===== src/logic/cpx_pkg.sv =====
package cpx_pkg;

  // ****************************************************************
  // Widths and fields
  // ****************************************************************
  localparam int          DATA_W     = 8;
  localparam int          INSTR_W    = 12;
  localparam int          PC_W       = 12;
  localparam int          FADDR_W    = 5;
  localparam int          DEST_BIT   = 5;
  localparam int          PAGE_W     = 3;
  localparam int          JUMP_W     = 9;
  localparam logic [11:0] RESET_VEC  = 12'hfff;

  // ****************************************************************
  // Byte-oriented opcodes, instruction bits 11:6
  // ****************************************************************
  localparam logic [5:0] OP6_CTRL    = 6'h00;
  localparam logic [5:0] OP6_SUB     = 6'h02;
  localparam logic [5:0] OP6_DEC     = 6'h03;
  localparam logic [5:0] OP6_OR      = 6'h04;
  localparam logic [5:0] OP6_XOR     = 6'h06;
  localparam logic [5:0] OP6_COPY    = 6'h08;
  localparam logic [5:0] OP6_INV     = 6'h09;
  localparam logic [5:0] OP6_INC     = 6'h0a;
  localparam logic [5:0] OP6_DECSKIP = 6'h0b;
  localparam logic [5:0] OP6_RR      = 6'h0c;
  localparam logic [5:0] OP6_RL      = 6'h0d;
  localparam logic [5:0] OP6_SWAP    = 6'h0e;
  localparam logic [5:0] OP6_INCSKIP = 6'h0f;

  // Literal opcodes, bits 11:8, and the jump prefix, bits 11:9
  localparam logic [3:0] OP4_RETURN  = 4'h8;
  localparam logic [3:0] OP4_LOAD    = 4'hc;
  localparam logic [3:0] OP4_OR      = 4'hd;
  localparam logic [3:0] OP4_XOR     = 4'hf;
  localparam logic [2:0] OP3_JUMP    = 3'h5;

  // Control group, bits 4:0 when bits 11:5 are zero
  localparam logic [4:0] CTL_NOP     = 5'h00;
  localparam logic [4:0] CTL_OPTION  = 5'h02;
  localparam logic [4:0] CTL_SLEEP   = 5'h03;
  localparam logic [4:0] CTL_WDCLR   = 5'h04;
  localparam logic [4:0] CTL_PORT0   = 5'h05;
  localparam int         PORT_COUNT  = 3;

  // ****************************************************************
  // Option register and reset values
  // ****************************************************************
  localparam int         OPT_PSA     = 3;
  localparam int         OPT_PS_MSB  = 2;
  localparam logic [7:0] OPT_RESET   = 8'hff;
  localparam logic [7:0] PORT_DIRECTION_LOAD_OP_RESET  = 8'hff;

  // ****************************************************************
  // Watchdog timing
  // ****************************************************************
  localparam int         WDT_PERIOD_US = 18000;
  localparam int         WDT_OSC_KHZ   = 100;
  localparam int         WDT_PS_MAX    = 128;

  typedef struct packed {
    logic to;
    logic pd;
    logic z;
    logic dc;
    logic c;
  } cpx_flags_t;

  localparam cpx_flags_t FLAGS_RESET = '{to: 1'b1, pd: 1'b1,
                                         z: 1'b0, dc: 1'b0, c: 1'b0};

  typedef struct packed {
    logic [4:0] addr;
    logic       wr;
    logic [7:0] data;
  } cpx_file_t;

  typedef enum logic [1:0] {PH_Q1, PH_Q2, PH_Q3, PH_Q4} cpx_phase_t;

endpackage


===== src/logic/cpx_exec_core.sv =====
// Operation
// RULE1 - Destination bit 0 writes accumulator, 1 writes the file register
// RULE2 - Watchdog clear zeroes counter and prescaler, sets both status flags
// RULE3 - Invert file, result to destination, zero flag only
// RULE4 - Decrement file, result to destination, carry, half carry, zero
// RULE5 - Skip forms keep flags; zero result flushes next instruction
// RULE6 - Jump loads nine immediate bits plus three page bits, two cycles
// RULE7 - Increment file, result to destination, carry, half carry, zero
// RULE8 - Immediate OR, XOR, load into accumulator; OR forms set zero
// RULE9 - File OR and XOR to destination, zero flag only
// RULE10 - Copy file to destination, zero flag from value moved
// RULE11 - Store accumulator into file, one cycle, flags unchanged
// RULE12 - Option load copies accumulator, one cycle, no flags
// RULE13 - Return loads immediate into accumulator, pops stack, two cycles
// RULE14 - Rotate left through carry, only carry changes
// RULE15 - Rotate right through carry, only carry changes
// RULE16 - Sleep clears power-down, sets timeout, clears watchdog, halts core
// RULE17 - Subtract file minus accumulator by complement add, carry, zero; code also updates half carry
// RULE18 - Nibble exchange to destination, no flags
// RULE19 - Direction load copies accumulator to ports 5 to 7 only
// RULE20 - Watchdog runs on own oscillator, expiry resets, fuse disables
// RULE21 - Unprescaled period 18 ms, prescaler up to 1:128 from option
// RULE22 - Watchdog expiry clears the timeout flag
// RULE23 - Instruction cycle is four clocks; flushed cycles add one more
`timescale 1ns/1ps
module cpx_exec_core #(
  parameter int WDT_OSC_KHZ = cpx_pkg::WDT_OSC_KHZ
) (
  input  wire logic                    mclk,
  input  wire logic                    sys_rst,
  input  wire logic [11:0]             instrWord,
  input  wire logic [7:0]              fileRdData,
  input  wire logic [2:0]              pageSel,
  input  wire logic [11:0]             stackHead,
  input  wire logic                    wdtOscIn,
  input  wire logic                    wdtFuseEn,
  output logic      [11:0]             progAddr_q,
  output cpx_pkg::cpx_file_t           filePort_q,
  output logic      [7:0]              accum_q,
  output cpx_pkg::cpx_flags_t          flags_q,
  output logic      [7:0]              option_q,
  output logic      [3*8-1:0]          port_direction_load_op_q,
  output logic                         stackPop_q,
  output logic                         sleeping_q,
  output logic                         wdtReset_q
);

  // ****************************************************************
  // Parameter checks and watchdog sizing
  // ****************************************************************
  localparam int WDT_TICKS = cpx_pkg::WDT_PERIOD_US * WDT_OSC_KHZ / 1000;
  localparam int WDT_CW    = $clog2(WDT_TICKS + 1);

  if (WDT_TICKS < 2)
    $error("watchdog oscillator too slow for the period");

  // ****************************************************************
  // Sequencing state
  // ****************************************************************
  cpx_pkg::cpx_phase_t phase_q;
  logic [11:0]         instr_q;
  logic                flush_q;
  logic                execEn;

  // ****************************************************************
  // Decode outputs
  // ****************************************************************
  logic [7:0]  res;
  logic [7:0]  lit;
  logic [5:0]  op6;
  logic        dBit;
  logic        wrW;
  logic        wrF;
  logic        updZ;
  logic        updC;
  logic        updDC;
  logic        newC;
  logic        newDC;
  logic        skipOp;
  logic        jump;
  logic [11:0] target;
  logic        loadOpt;
  logic        loadTris;
  logic [1:0]  trisIdx;
  logic        wdtClr;
  logic        goSleep;
  logic        pop;
  logic [7:0]  addB;
  logic        addCin;
  logic [8:0]  sum;
  logic [4:0]  nib;

  // Watchdog signals
  logic              oscS1_q;
  logic              oscS2_q;
  logic              oscS3_q;
  logic              fuseS1_q;
  logic              fuseS2_q;
  logic [6:0]        presc_q;
  logic [WDT_CW-1:0] wdtCnt_q;
  logic [7:0]        psRatio;
  logic [6:0]        presLast;
  logic              tick;

  assign lit  = instr_q[7:0];
  assign op6  = instr_q[11:6];
  assign dBit = instr_q[cpx_pkg::DEST_BIT];
  assign sum  = {1'b0, fileRdData} + {1'b0, addB} + {8'h00, addCin};
  assign nib  = {1'b0, fileRdData[3:0]} + {1'b0, addB[3:0]}
              + {4'h0, addCin};
  assign execEn = (phase_q == cpx_pkg::PH_Q4) && !flush_q && !sleeping_q
                  && !wdtReset_q;

  // ****************************************************************
  // Shared adder operand selection
  // ****************************************************************
  always_comb
  begin
    addB   = ~accum_q;
    addCin = 1'b1;
    if (op6 == cpx_pkg::OP6_DEC || op6 == cpx_pkg::OP6_DECSKIP)
    begin
      addB   = 8'hff;
      addCin = 1'b0;
    end
    else if (op6 == cpx_pkg::OP6_INC || op6 == cpx_pkg::OP6_INCSKIP)
    begin
      addB   = 8'h00;
      addCin = 1'b1;
    end
  end

  // ****************************************************************
  // Instruction decode and execute
  // ****************************************************************
  always_comb
  begin
    res      = 8'h00;
    wrW      = 1'b0;
    wrF      = 1'b0;
    updZ     = 1'b0;
    updC     = 1'b0;
    updDC    = 1'b0;
    newC     = sum[8];
    newDC    = nib[4];
    skipOp   = 1'b0;
    jump     = 1'b0;
    target   = progAddr_q;
    loadOpt  = 1'b0;
    loadTris = 1'b0;
    trisIdx  = 2'(instr_q[2:0] - 3'(cpx_pkg::CTL_PORT0));
    wdtClr   = 1'b0;
    goSleep  = 1'b0;
    pop      = 1'b0;
    if (instr_q[11:9] == cpx_pkg::OP3_JUMP)
    begin
      jump   = 1'b1;                                           // RULE6
      target = {pageSel, instr_q[cpx_pkg::JUMP_W-1:0]};        // RULE6
    end
    else if (instr_q[11])
    begin
      unique case (instr_q[11:8])
        cpx_pkg::OP4_RETURN:
        begin
          res    = lit;                                        // RULE13
          wrW    = 1'b1;
          jump   = 1'b1;
          pop    = 1'b1;
          target = stackHead;                                  // RULE13
        end
        cpx_pkg::OP4_LOAD:
        begin
          res = lit;                                           // RULE8
          wrW = 1'b1;
        end
        cpx_pkg::OP4_OR:
        begin
          res  = accum_q | lit;                                // RULE8
          wrW  = 1'b1;
          updZ = 1'b1;
        end
        cpx_pkg::OP4_XOR:
        begin
          res  = accum_q ^ lit;                                // RULE8
          wrW  = 1'b1;
          updZ = 1'b1;
        end
        default:
          res = 8'h00;
      endcase
    end
    else
    begin
      wrW = !dBit;                                             // RULE1
      wrF = dBit;                                              // RULE1
      unique case (op6)
        cpx_pkg::OP6_CTRL:
        begin
          wrW = 1'b0;
          wrF = dBit;
          res = accum_q;                                       // RULE11
          if (!dBit)
          begin
            unique case (instr_q[4:0])
              cpx_pkg::CTL_OPTION: loadOpt = 1'b1;             // RULE12
              cpx_pkg::CTL_SLEEP:
              begin
                wdtClr  = 1'b1;                                // RULE16
                goSleep = 1'b1;                                // RULE16
              end
              cpx_pkg::CTL_WDCLR: wdtClr = 1'b1;               // RULE2
              default:
                loadTris = instr_q[4:0] >= cpx_pkg::CTL_PORT0
                  && instr_q[4:0] < 5'(cpx_pkg::CTL_PORT0
                  + 5'(cpx_pkg::PORT_COUNT));                  // RULE19
            endcase
          end
        end
        cpx_pkg::OP6_SUB:
        begin
          res   = sum[7:0];                                    // RULE17
          updZ  = 1'b1;
          updC  = 1'b1;
          updDC = 1'b1;
        end
        cpx_pkg::OP6_DEC, cpx_pkg::OP6_INC:
        begin
          res   = sum[7:0];                                    // RULE4 RULE7
          updZ  = 1'b1;
          updC  = 1'b1;
          updDC = 1'b1;
        end
        cpx_pkg::OP6_DECSKIP, cpx_pkg::OP6_INCSKIP:
        begin
          res    = sum[7:0];
          skipOp = 1'b1;                                       // RULE5
        end
        cpx_pkg::OP6_OR:
        begin
          res  = accum_q | fileRdData;                         // RULE9
          updZ = 1'b1;
        end
        cpx_pkg::OP6_XOR:
        begin
          res  = accum_q ^ fileRdData;                         // RULE9
          updZ = 1'b1;
        end
        cpx_pkg::OP6_COPY:
        begin
          res  = fileRdData;                                   // RULE10
          updZ = 1'b1;
        end
        cpx_pkg::OP6_INV:
        begin
          res  = ~fileRdData;                                  // RULE3
          updZ = 1'b1;
        end
        cpx_pkg::OP6_RL:
        begin
          res  = {fileRdData[6:0], flags_q.c};                 // RULE14
          newC = fileRdData[7];
          updC = 1'b1;
        end
        cpx_pkg::OP6_RR:
        begin
          res  = {flags_q.c, fileRdData[7:1]};                 // RULE15
          newC = fileRdData[0];
          updC = 1'b1;
        end
        cpx_pkg::OP6_SWAP:
          res = {fileRdData[3:0], fileRdData[7:4]};            // RULE18
        default:
        begin
          wrW = 1'b0;
          wrF = 1'b0;
        end
      endcase
    end
  end

  // ****************************************************************
  // Phase, fetch and program counter
  // ****************************************************************
  always_ff @(posedge mclk)
  begin
    stackPop_q <= 1'b0;
    if (sys_rst || wdtReset_q)
    begin
      phase_q    <= cpx_pkg::PH_Q1;
      progAddr_q <= cpx_pkg::RESET_VEC;
      instr_q    <= 12'h000;
      flush_q    <= 1'b1;
    end
    else if (!sleeping_q)
    begin
      phase_q <= cpx_pkg::cpx_phase_t'(phase_q + 2'h1);        // RULE23
      if (phase_q == cpx_pkg::PH_Q4)
      begin
        instr_q <= instrWord;
        flush_q <= execEn && (jump || (skipOp && res == 8'h00)); // RULE5
        stackPop_q <= execEn && pop;                           // RULE13
        if (execEn && jump)
          progAddr_q <= target;                                // RULE6
        else
          progAddr_q <= progAddr_q + 12'h001;
      end
    end
  end

  always_ff @(posedge mclk)
  begin
    if (sys_rst || wdtReset_q)
      sleeping_q <= 1'b0;
    else if (execEn && goSleep)
      sleeping_q <= 1'b1;                                      // RULE16
  end

  // ****************************************************************
  // File port: address in Q2..Q4, write strobe in the next Q1
  // ****************************************************************
  always_ff @(posedge mclk)
  begin
    if (sys_rst)
      filePort_q <= '0;
    else
    begin
      filePort_q.wr <= execEn && wrF;                          // RULE1
      if (phase_q == cpx_pkg::PH_Q1)
        filePort_q.addr <= instr_q[cpx_pkg::FADDR_W-1:0];
      if (execEn)
        filePort_q.data <= res;
    end
  end

  // ****************************************************************
  // Accumulator, option and flags
  // ****************************************************************
  always_ff @(posedge mclk)
  begin
    if (sys_rst)
      accum_q <= 8'h00;
    else if (execEn && wrW)
      accum_q <= res;                                          // RULE1
  end

  always_ff @(posedge mclk)
  begin
    if (sys_rst || wdtReset_q)
      option_q <= cpx_pkg::OPT_RESET;
    else if (execEn && loadOpt)
      option_q <= accum_q;                                     // RULE12
  end

  always_ff @(posedge mclk)
  begin
    if (sys_rst)
      flags_q <= cpx_pkg::FLAGS_RESET;
    else if (wdtReset_q)
      flags_q.to <= 1'b0;                                      // RULE22
    else if (execEn)
    begin
      if (updZ)
        flags_q.z <= (res == 8'h00);
      if (updC)
        flags_q.c <= newC;
      if (updDC)
        flags_q.dc <= newDC;
      if (wdtClr)
      begin
        flags_q.to <= 1'b1;                                    // RULE2
        flags_q.pd <= !goSleep;                                // RULE16
      end
    end
  end

  // ****************************************************************
  // Port direction latches
  // ****************************************************************
  for (genvar g = 0; g < cpx_pkg::PORT_COUNT; g++)
  begin : gTris
    always_ff @(posedge mclk)
    begin
      if (sys_rst || wdtReset_q)
        port_direction_load_op_q[g*8 +: 8] <= cpx_pkg::PORT_DIRECTION_LOAD_OP_RESET;
      else if (execEn && loadTris && trisIdx == 2'(g))
        port_direction_load_op_q[g*8 +: 8] <= accum_q;                           // RULE19
    end
  end

  // ****************************************************************
  // Watchdog on its own oscillator, sampled through two flops
  // ****************************************************************
  always_ff @(posedge mclk)
  begin
    if (sys_rst)
    begin
      oscS1_q  <= 1'b0;
      oscS2_q  <= 1'b0;
      oscS3_q  <= 1'b0;
      fuseS1_q <= 1'b0;
      fuseS2_q <= 1'b0;
    end
    else
    begin
      oscS1_q  <= wdtOscIn;                                    // RULE20
      oscS2_q  <= oscS1_q;
      oscS3_q  <= oscS2_q;
      fuseS1_q <= wdtFuseEn;
      fuseS2_q <= fuseS1_q;
    end
  end

  assign tick     = oscS2_q && !oscS3_q;
  assign psRatio  = 8'h01 << option_q[cpx_pkg::OPT_PS_MSB:0];
  assign presLast = option_q[cpx_pkg::OPT_PSA]
                  ? 7'(psRatio - 8'h01) : 7'h00;               // RULE21

  always_ff @(posedge mclk)
  begin
    wdtReset_q <= 1'b0;
    if (sys_rst || wdtReset_q || !fuseS2_q || (execEn && wdtClr))
    begin
      presc_q  <= 7'h00;                                       // RULE2 RULE16
      wdtCnt_q <= '0;                                          // RULE20
    end
    else if (tick)
    begin
      if (presc_q >= presLast)
      begin
        presc_q <= 7'h00;
        if (wdtCnt_q == WDT_CW'(WDT_TICKS - 1))
        begin
          wdtCnt_q   <= '0;
          wdtReset_q <= 1'b1;                                  // RULE20
        end
        else
          wdtCnt_q <= wdtCnt_q + WDT_CW'(1);                   // RULE21
      end
      else
        presc_q <= presc_q + 7'h01;
    end
  end

endmodule


===== config.mk =====
export PLATFORM = sky130hd
export DESIGN_NAME = cpx_exec_core
export DESIGN_NICKNAME = d
export VERILOG_FILES = /design/src/logic/cpx_pkg.sv /design/src/logic/cpx_exec_core.sv
export SDC_FILE = /design/constraint.sdc
export NUM_CORES = 1
export LEC_CHECK = 0
export BUFFER_PORTS_ARGS = -buffer_cell sky130_fd_sc_hd__buf_2
export CORE_MARGIN = 2
export CORE_UTILIZATION = 45
export DETAILED_ROUTE_END_ITERATION = 7
export PLACE_DENSITY = 0.76
export SLEW_MARGIN = 20
export SYNTH_ARGS = -nofsm -noshare
export SYNTH_HDL_FRONTEND = slang
export SYNTH_SLANG_ARGS = --single-unit
export TNS_END_PERCENT = 5

===== constraint.sdc =====
create_clock -name mclk -period 5.8 [get_ports mclk]
set_input_delay 0.29 -clock mclk [delete_from_list [all_inputs] [get_ports mclk]]
set_output_delay 0.29 -clock mclk [all_outputs]
set_load 0.03 [all_outputs]

==> results.sh <==
export IMPL_synth_top_family_by_area="simple AND/OR/NAND/NOR gates"
export IMPL_leakagePower_uw=0.003131
export IMPL_cts_hold_buf=0
export IMPL_cts_sinks=112
export IMPL_crit_type="reg -> reg"
export IMPL_ir_drop_mv=0.2032
export IMPL_antenna_found_initial=0
export IMPL_async_flop_share=0
export IMPL_hold_class="in -> reg"
export IMPL_viasPerCell=5.894
export IMPL_cts_resized_gates=0
export IMPL_drc=0
export IMPL_grt_pass1_wl_mm=31.60
export IMPL_root_buffer="clkbuf_16"
export IMPL_cp_start_kind="flip-flop"
export IMPL_die_w_um=126.2
export IMPL_synthesis_nets=921
export IMPL_slew_headroom=0.3541
export IMPL_worstHoldStart="wdtOscIn"
export IMPL_drive_gt1_frac=0.1798
export IMPL_cp_slowest_cell="dfxtp_1"
export IMPL_path_max_fanout=25
export IMPL_timing_fmax_mhz=228.5
export IMPL_hpwl_mm=14.72
export IMPL_initial_core_util=0.4609
export IMPL_muxShareOfSynthArea=0.06457
export IMPL_skew_ps=9.376
export IMPL_power_density_nw_per_um2=217.2
export IMPL_holdPathEnd="oscS1_q"
export IMPL_timing_rr_start="instr_q[7]"
export IMPL_post_route_period_util=0.7547
export IMPL_ys_types=72
export IMPL_via_count=6560
export IMPL_maxCapViolCount=0
export IMPL_wl_mm=19.91
export IMPL_synthXorXnorAreaFrac=0.02214
export IMPL_crit_chain="nor2b_1 -> nand3b_1 -> inv_1 -> nor2_1 -> fa_1 -> fa_1 -> nand2b_1 -> a21oi_1 -> a31oi_1 -> xnor2_1 -> a211oi_1 -> o21ai_0 -> nor2b_1"
export IMPL_cts_tree="yes"
export IMPL_fin_setup_tns_ps=0
export IMPL_grt_pass1_vias=5994
export IMPL_fin_cells=1113
export IMPL_globalRoute_totalOverflow=0
export IMPL_io_buffers=112
export IMPL_die_h_um=126.2
export IMPL_syn_area_um2=6724
export IMPL_grt_max_degree=46
export IMPL_worst_pin_slew_ps=966.3
export IMPL_synth_simple_area_share=0.2521
export IMPL_finalCriticalPeriod_ps=4377
export IMPL_clk_insertion_delay_late_ps=360
export IMPL_synth_compound_area_frac=0.1978
export IMPL_ctsLongestPathBuffers=2
export IMPL_clk_pin_slew_ps=80
export IMPL_post_cts_setup_buffers=0
export IMPL_drt_initial_drc_count=647
export IMPL_yosysSeqAreaShare=0.3335
export IMPL_netlist_instances=844
export IMPL_ctsHtreeMaxLevel=3
export IMPL_io_pins=113
export IMPL_rsz0062_at_grt="false"
export IMPL_total_power_uw=1669
export IMPL_final_max_slew_viol_count=0
export IMPL_track_usage=0.2457
export IMPL_synth_warnings=0
export IMPL_die_area_um2=15940
export IMPL_placedCellCount=1097
export IMPL_hold_viol_final=0
export IMPL_nets=1001
export IMPL_areaGrowthSynthToFinish_pct=14.31
export IMPL_cts_buffers=9
export IMPL_nFillCells=1379
export IMPL_crit_path_start="instr_q[7]"
export IMPL_synth_ff_type="dfxtp_1"
export IMPL_cp_end_kind="flip-flop"
export IMPL_worstPathArrival_ps=4600
export IMPL_rr_worst_depth=13
export IMPL_r2r_end="accum_q[6]"
export IMPL_status="finished, final reports clean"
export IMPL_setup_viol=0
export IMPL_core_um2=14590
export IMPL_synth_edf_count=0
export IMPL_dr_pass1_iters=5
export IMPL_hold_depth=2
export IMPL_critPathMaxStageDelay_ps=900
export IMPL_drtAntennaViolNets=0
export IMPL_row_count=44
export IMPL_gp_congestion=1.012
export IMPL_wl_per_cell_um=17.89
export IMPL_diodes=0
export IMPL_synth_fa_ha_area_frac=0.07294
export IMPL_synth_seq_cells=112
export IMPL_crit_required_ps=6020
export IMPL_synth_avg_cell_area_um2=7.967
export IMPL_rrSetupSlack_ps=1420
## synth_stat cells, types with 3 or more instances
master | n | area (µm²)
clkbuf_1 | 32 | 120.1
xnor2_1 | 9 | 78.83
a211oi_1 | 10 | 75.07
xor2_1 | 8 | 70.07
or3_1 | 11 | 68.82
nand2_1 | 127 | 476.7
or4_1 | 4 | 30.03
dfxtp_1 | 112 | 2242
a21oi_1 | 60 | 300.3
nor4_1 | 7 | 43.79
o211ai_2 | 8 | 100.1
o31ai_1 | 5 | 37.54
a31oi_1 | 10 | 62.56
nand3_1 | 30 | 150.1
a2bb2oi_1 | 3 | 26.28
a211o_1 | 3 | 26.28
buf_2 | 15 | 75.07
nand3b_1 | 3 | 22.52
mux2_2 | 3 | 33.78
o22ai_1 | 9 | 56.30
o211ai_1 | 15 | 112.6
buf_6 | 3 | 33.78
nand4_1 | 11 | 68.82
inv_1 | 38 | 142.6
o21a_1 | 3 | 22.52
o32ai_1 | 3 | 26.28
nor2b_1 | 20 | 125.1
o21ai_0 | 29 | 145.1
ha_1 | 36 | 450.4
nor3_1 | 20 | 100.1
or2_2 | 5 | 31.28
nand2b_1 | 15 | 93.84
o221ai_1 | 6 | 52.55
nor2_1 | 67 | 251.5
a32oi_1 | 3 | 26.28
nor4b_1 | 3 | 26.28
mux2i_1 | 40 | 400.4
a21o_1 | 5 | 37.54
and2_1 | 6 | 37.54
a22oi_1 | 3 | 22.52
and3_1 | 5 | 31.28
## per-layer routing
metal | vias up | global-route usage | wire, µm
met2 | 269 | 0.3931 | 9114
met1 | 3072 | 0.3314 | 8856
met4 | 0 | 0.08727 | 521
met3 | 38 | 0.04758 | 1417
li1 | 3181 | - | -
met5 | - | 0 | 0
## state kept, by name, summed over array words and instances, names as in the netlist
signal                    flops
port_direction_load_op_q     24
filePort_q                   14
instr_q                      12
progAddr_q                   12
wdtCnt_q                     11
accum_q                       8
option_q                      8
presc_q                       7
flags_q                       5
phase_q                       2
flush_q                       1
fuseS1_q                      1
fuseS2_q                      1
oscS1_q                       1
oscS2_q                       1
oscS3_q                       1
sleeping_q                    1
stackPop_q                    1
wdtReset_q                    1
## stage by stage
stage	hold slack, ps	utilization	setup slack [ps]	instance area (µm²)
4_1_cts	136.6	0.5264	1430	7680
3_5_place_dp	440.0	0.5053	1447	7372
3_3_place_gp	430.3	0.5051	1669	7368
5_1_grt	162.8	0.5268	1123	7686
6_report	143.8	0.5268	1423	7686
2_1_floorplan	413.8	-	2023	6724
## logic make-up (layout without fill, tap and decap cells)
group,count (synthesis),after routing
DFF,112,112
xor gates and xnor gates,17,17
buffers and inverters,90,175
adders and majority gates,38,38
and+or+nand+nor,347,347
AOI/OAI and AO/OA,197,197
muxes,43,43
## area by class of cell
class | instances | area, µm² | share of cell area
inverter | 38 | 142.6 | 0.01856
clock buffer | 9 | 225.2 | 0.02930
clock inverter | 7 | 82.58 | 0.01074
timing repair buffer | 121 | 628.1 | 0.08172
multi-input combinational | 642 | 4135 | 0.5380
sequential | 112 | 2242 | 0.2917
tap | 184 | 230.2 | 0.02995
## where the power goes
part	switching [µW]	total, µW	internal [µW]
clock	305	645	340
sequential	18.2	799	780
combinational	139	226	87.4
## how the worst max path moves through the flow
stage | endpoint | depth (start not counted) | slack [ps]
CTS | flush_q | 12 | 1430
finish | accum_q[6] | 13 | 1420
global placement | flush_q | 12 | 1670
floorplan | flush_q | 14 | 2020
detailed placement | flags_q[2] | 12 | 1450
global route | accum_q[6] | 13 | 1120
## cell usage in the layout (no fill, tap or decap), drive strengths merged, types with 4 or more instances in the layout
cell type,netlist,routed
a211oi,10,10
a21o,5,5
a21oi,60,60
a31oi,10,10
and2,6,6
and3,5,5
buf,20,121
clkbuf,32,9
dfxtp,112,112
ha,36,36
inv,38,39
mux2i,40,40
nand2,127,127
nand2b,15,15
nand3,30,30
nand4,11,11
nor2,68,68
nor2b,20,20
nor3,22,22
nor4,8,8
o211ai,23,23
o21ai,33,33
o221ai,6,6
o22ai,9,9
o31ai,5,5
or2,5,5
or3,12,12
or4,4,4
xnor2,9,9
xor2,8,8
## worst max-delay path, delay by kind of cell (launching register included)
kind,cells,cell delay (ps)
and+or+nand+nor,5,1010
buffers and inverters,1,180
adders and majority gates,2,820
xor gates and xnor gates,1,150
AOI/OAI and AO/OA,4,1170
DFF,1,900
Note: power is estimated with default switching activity, not from simulation.
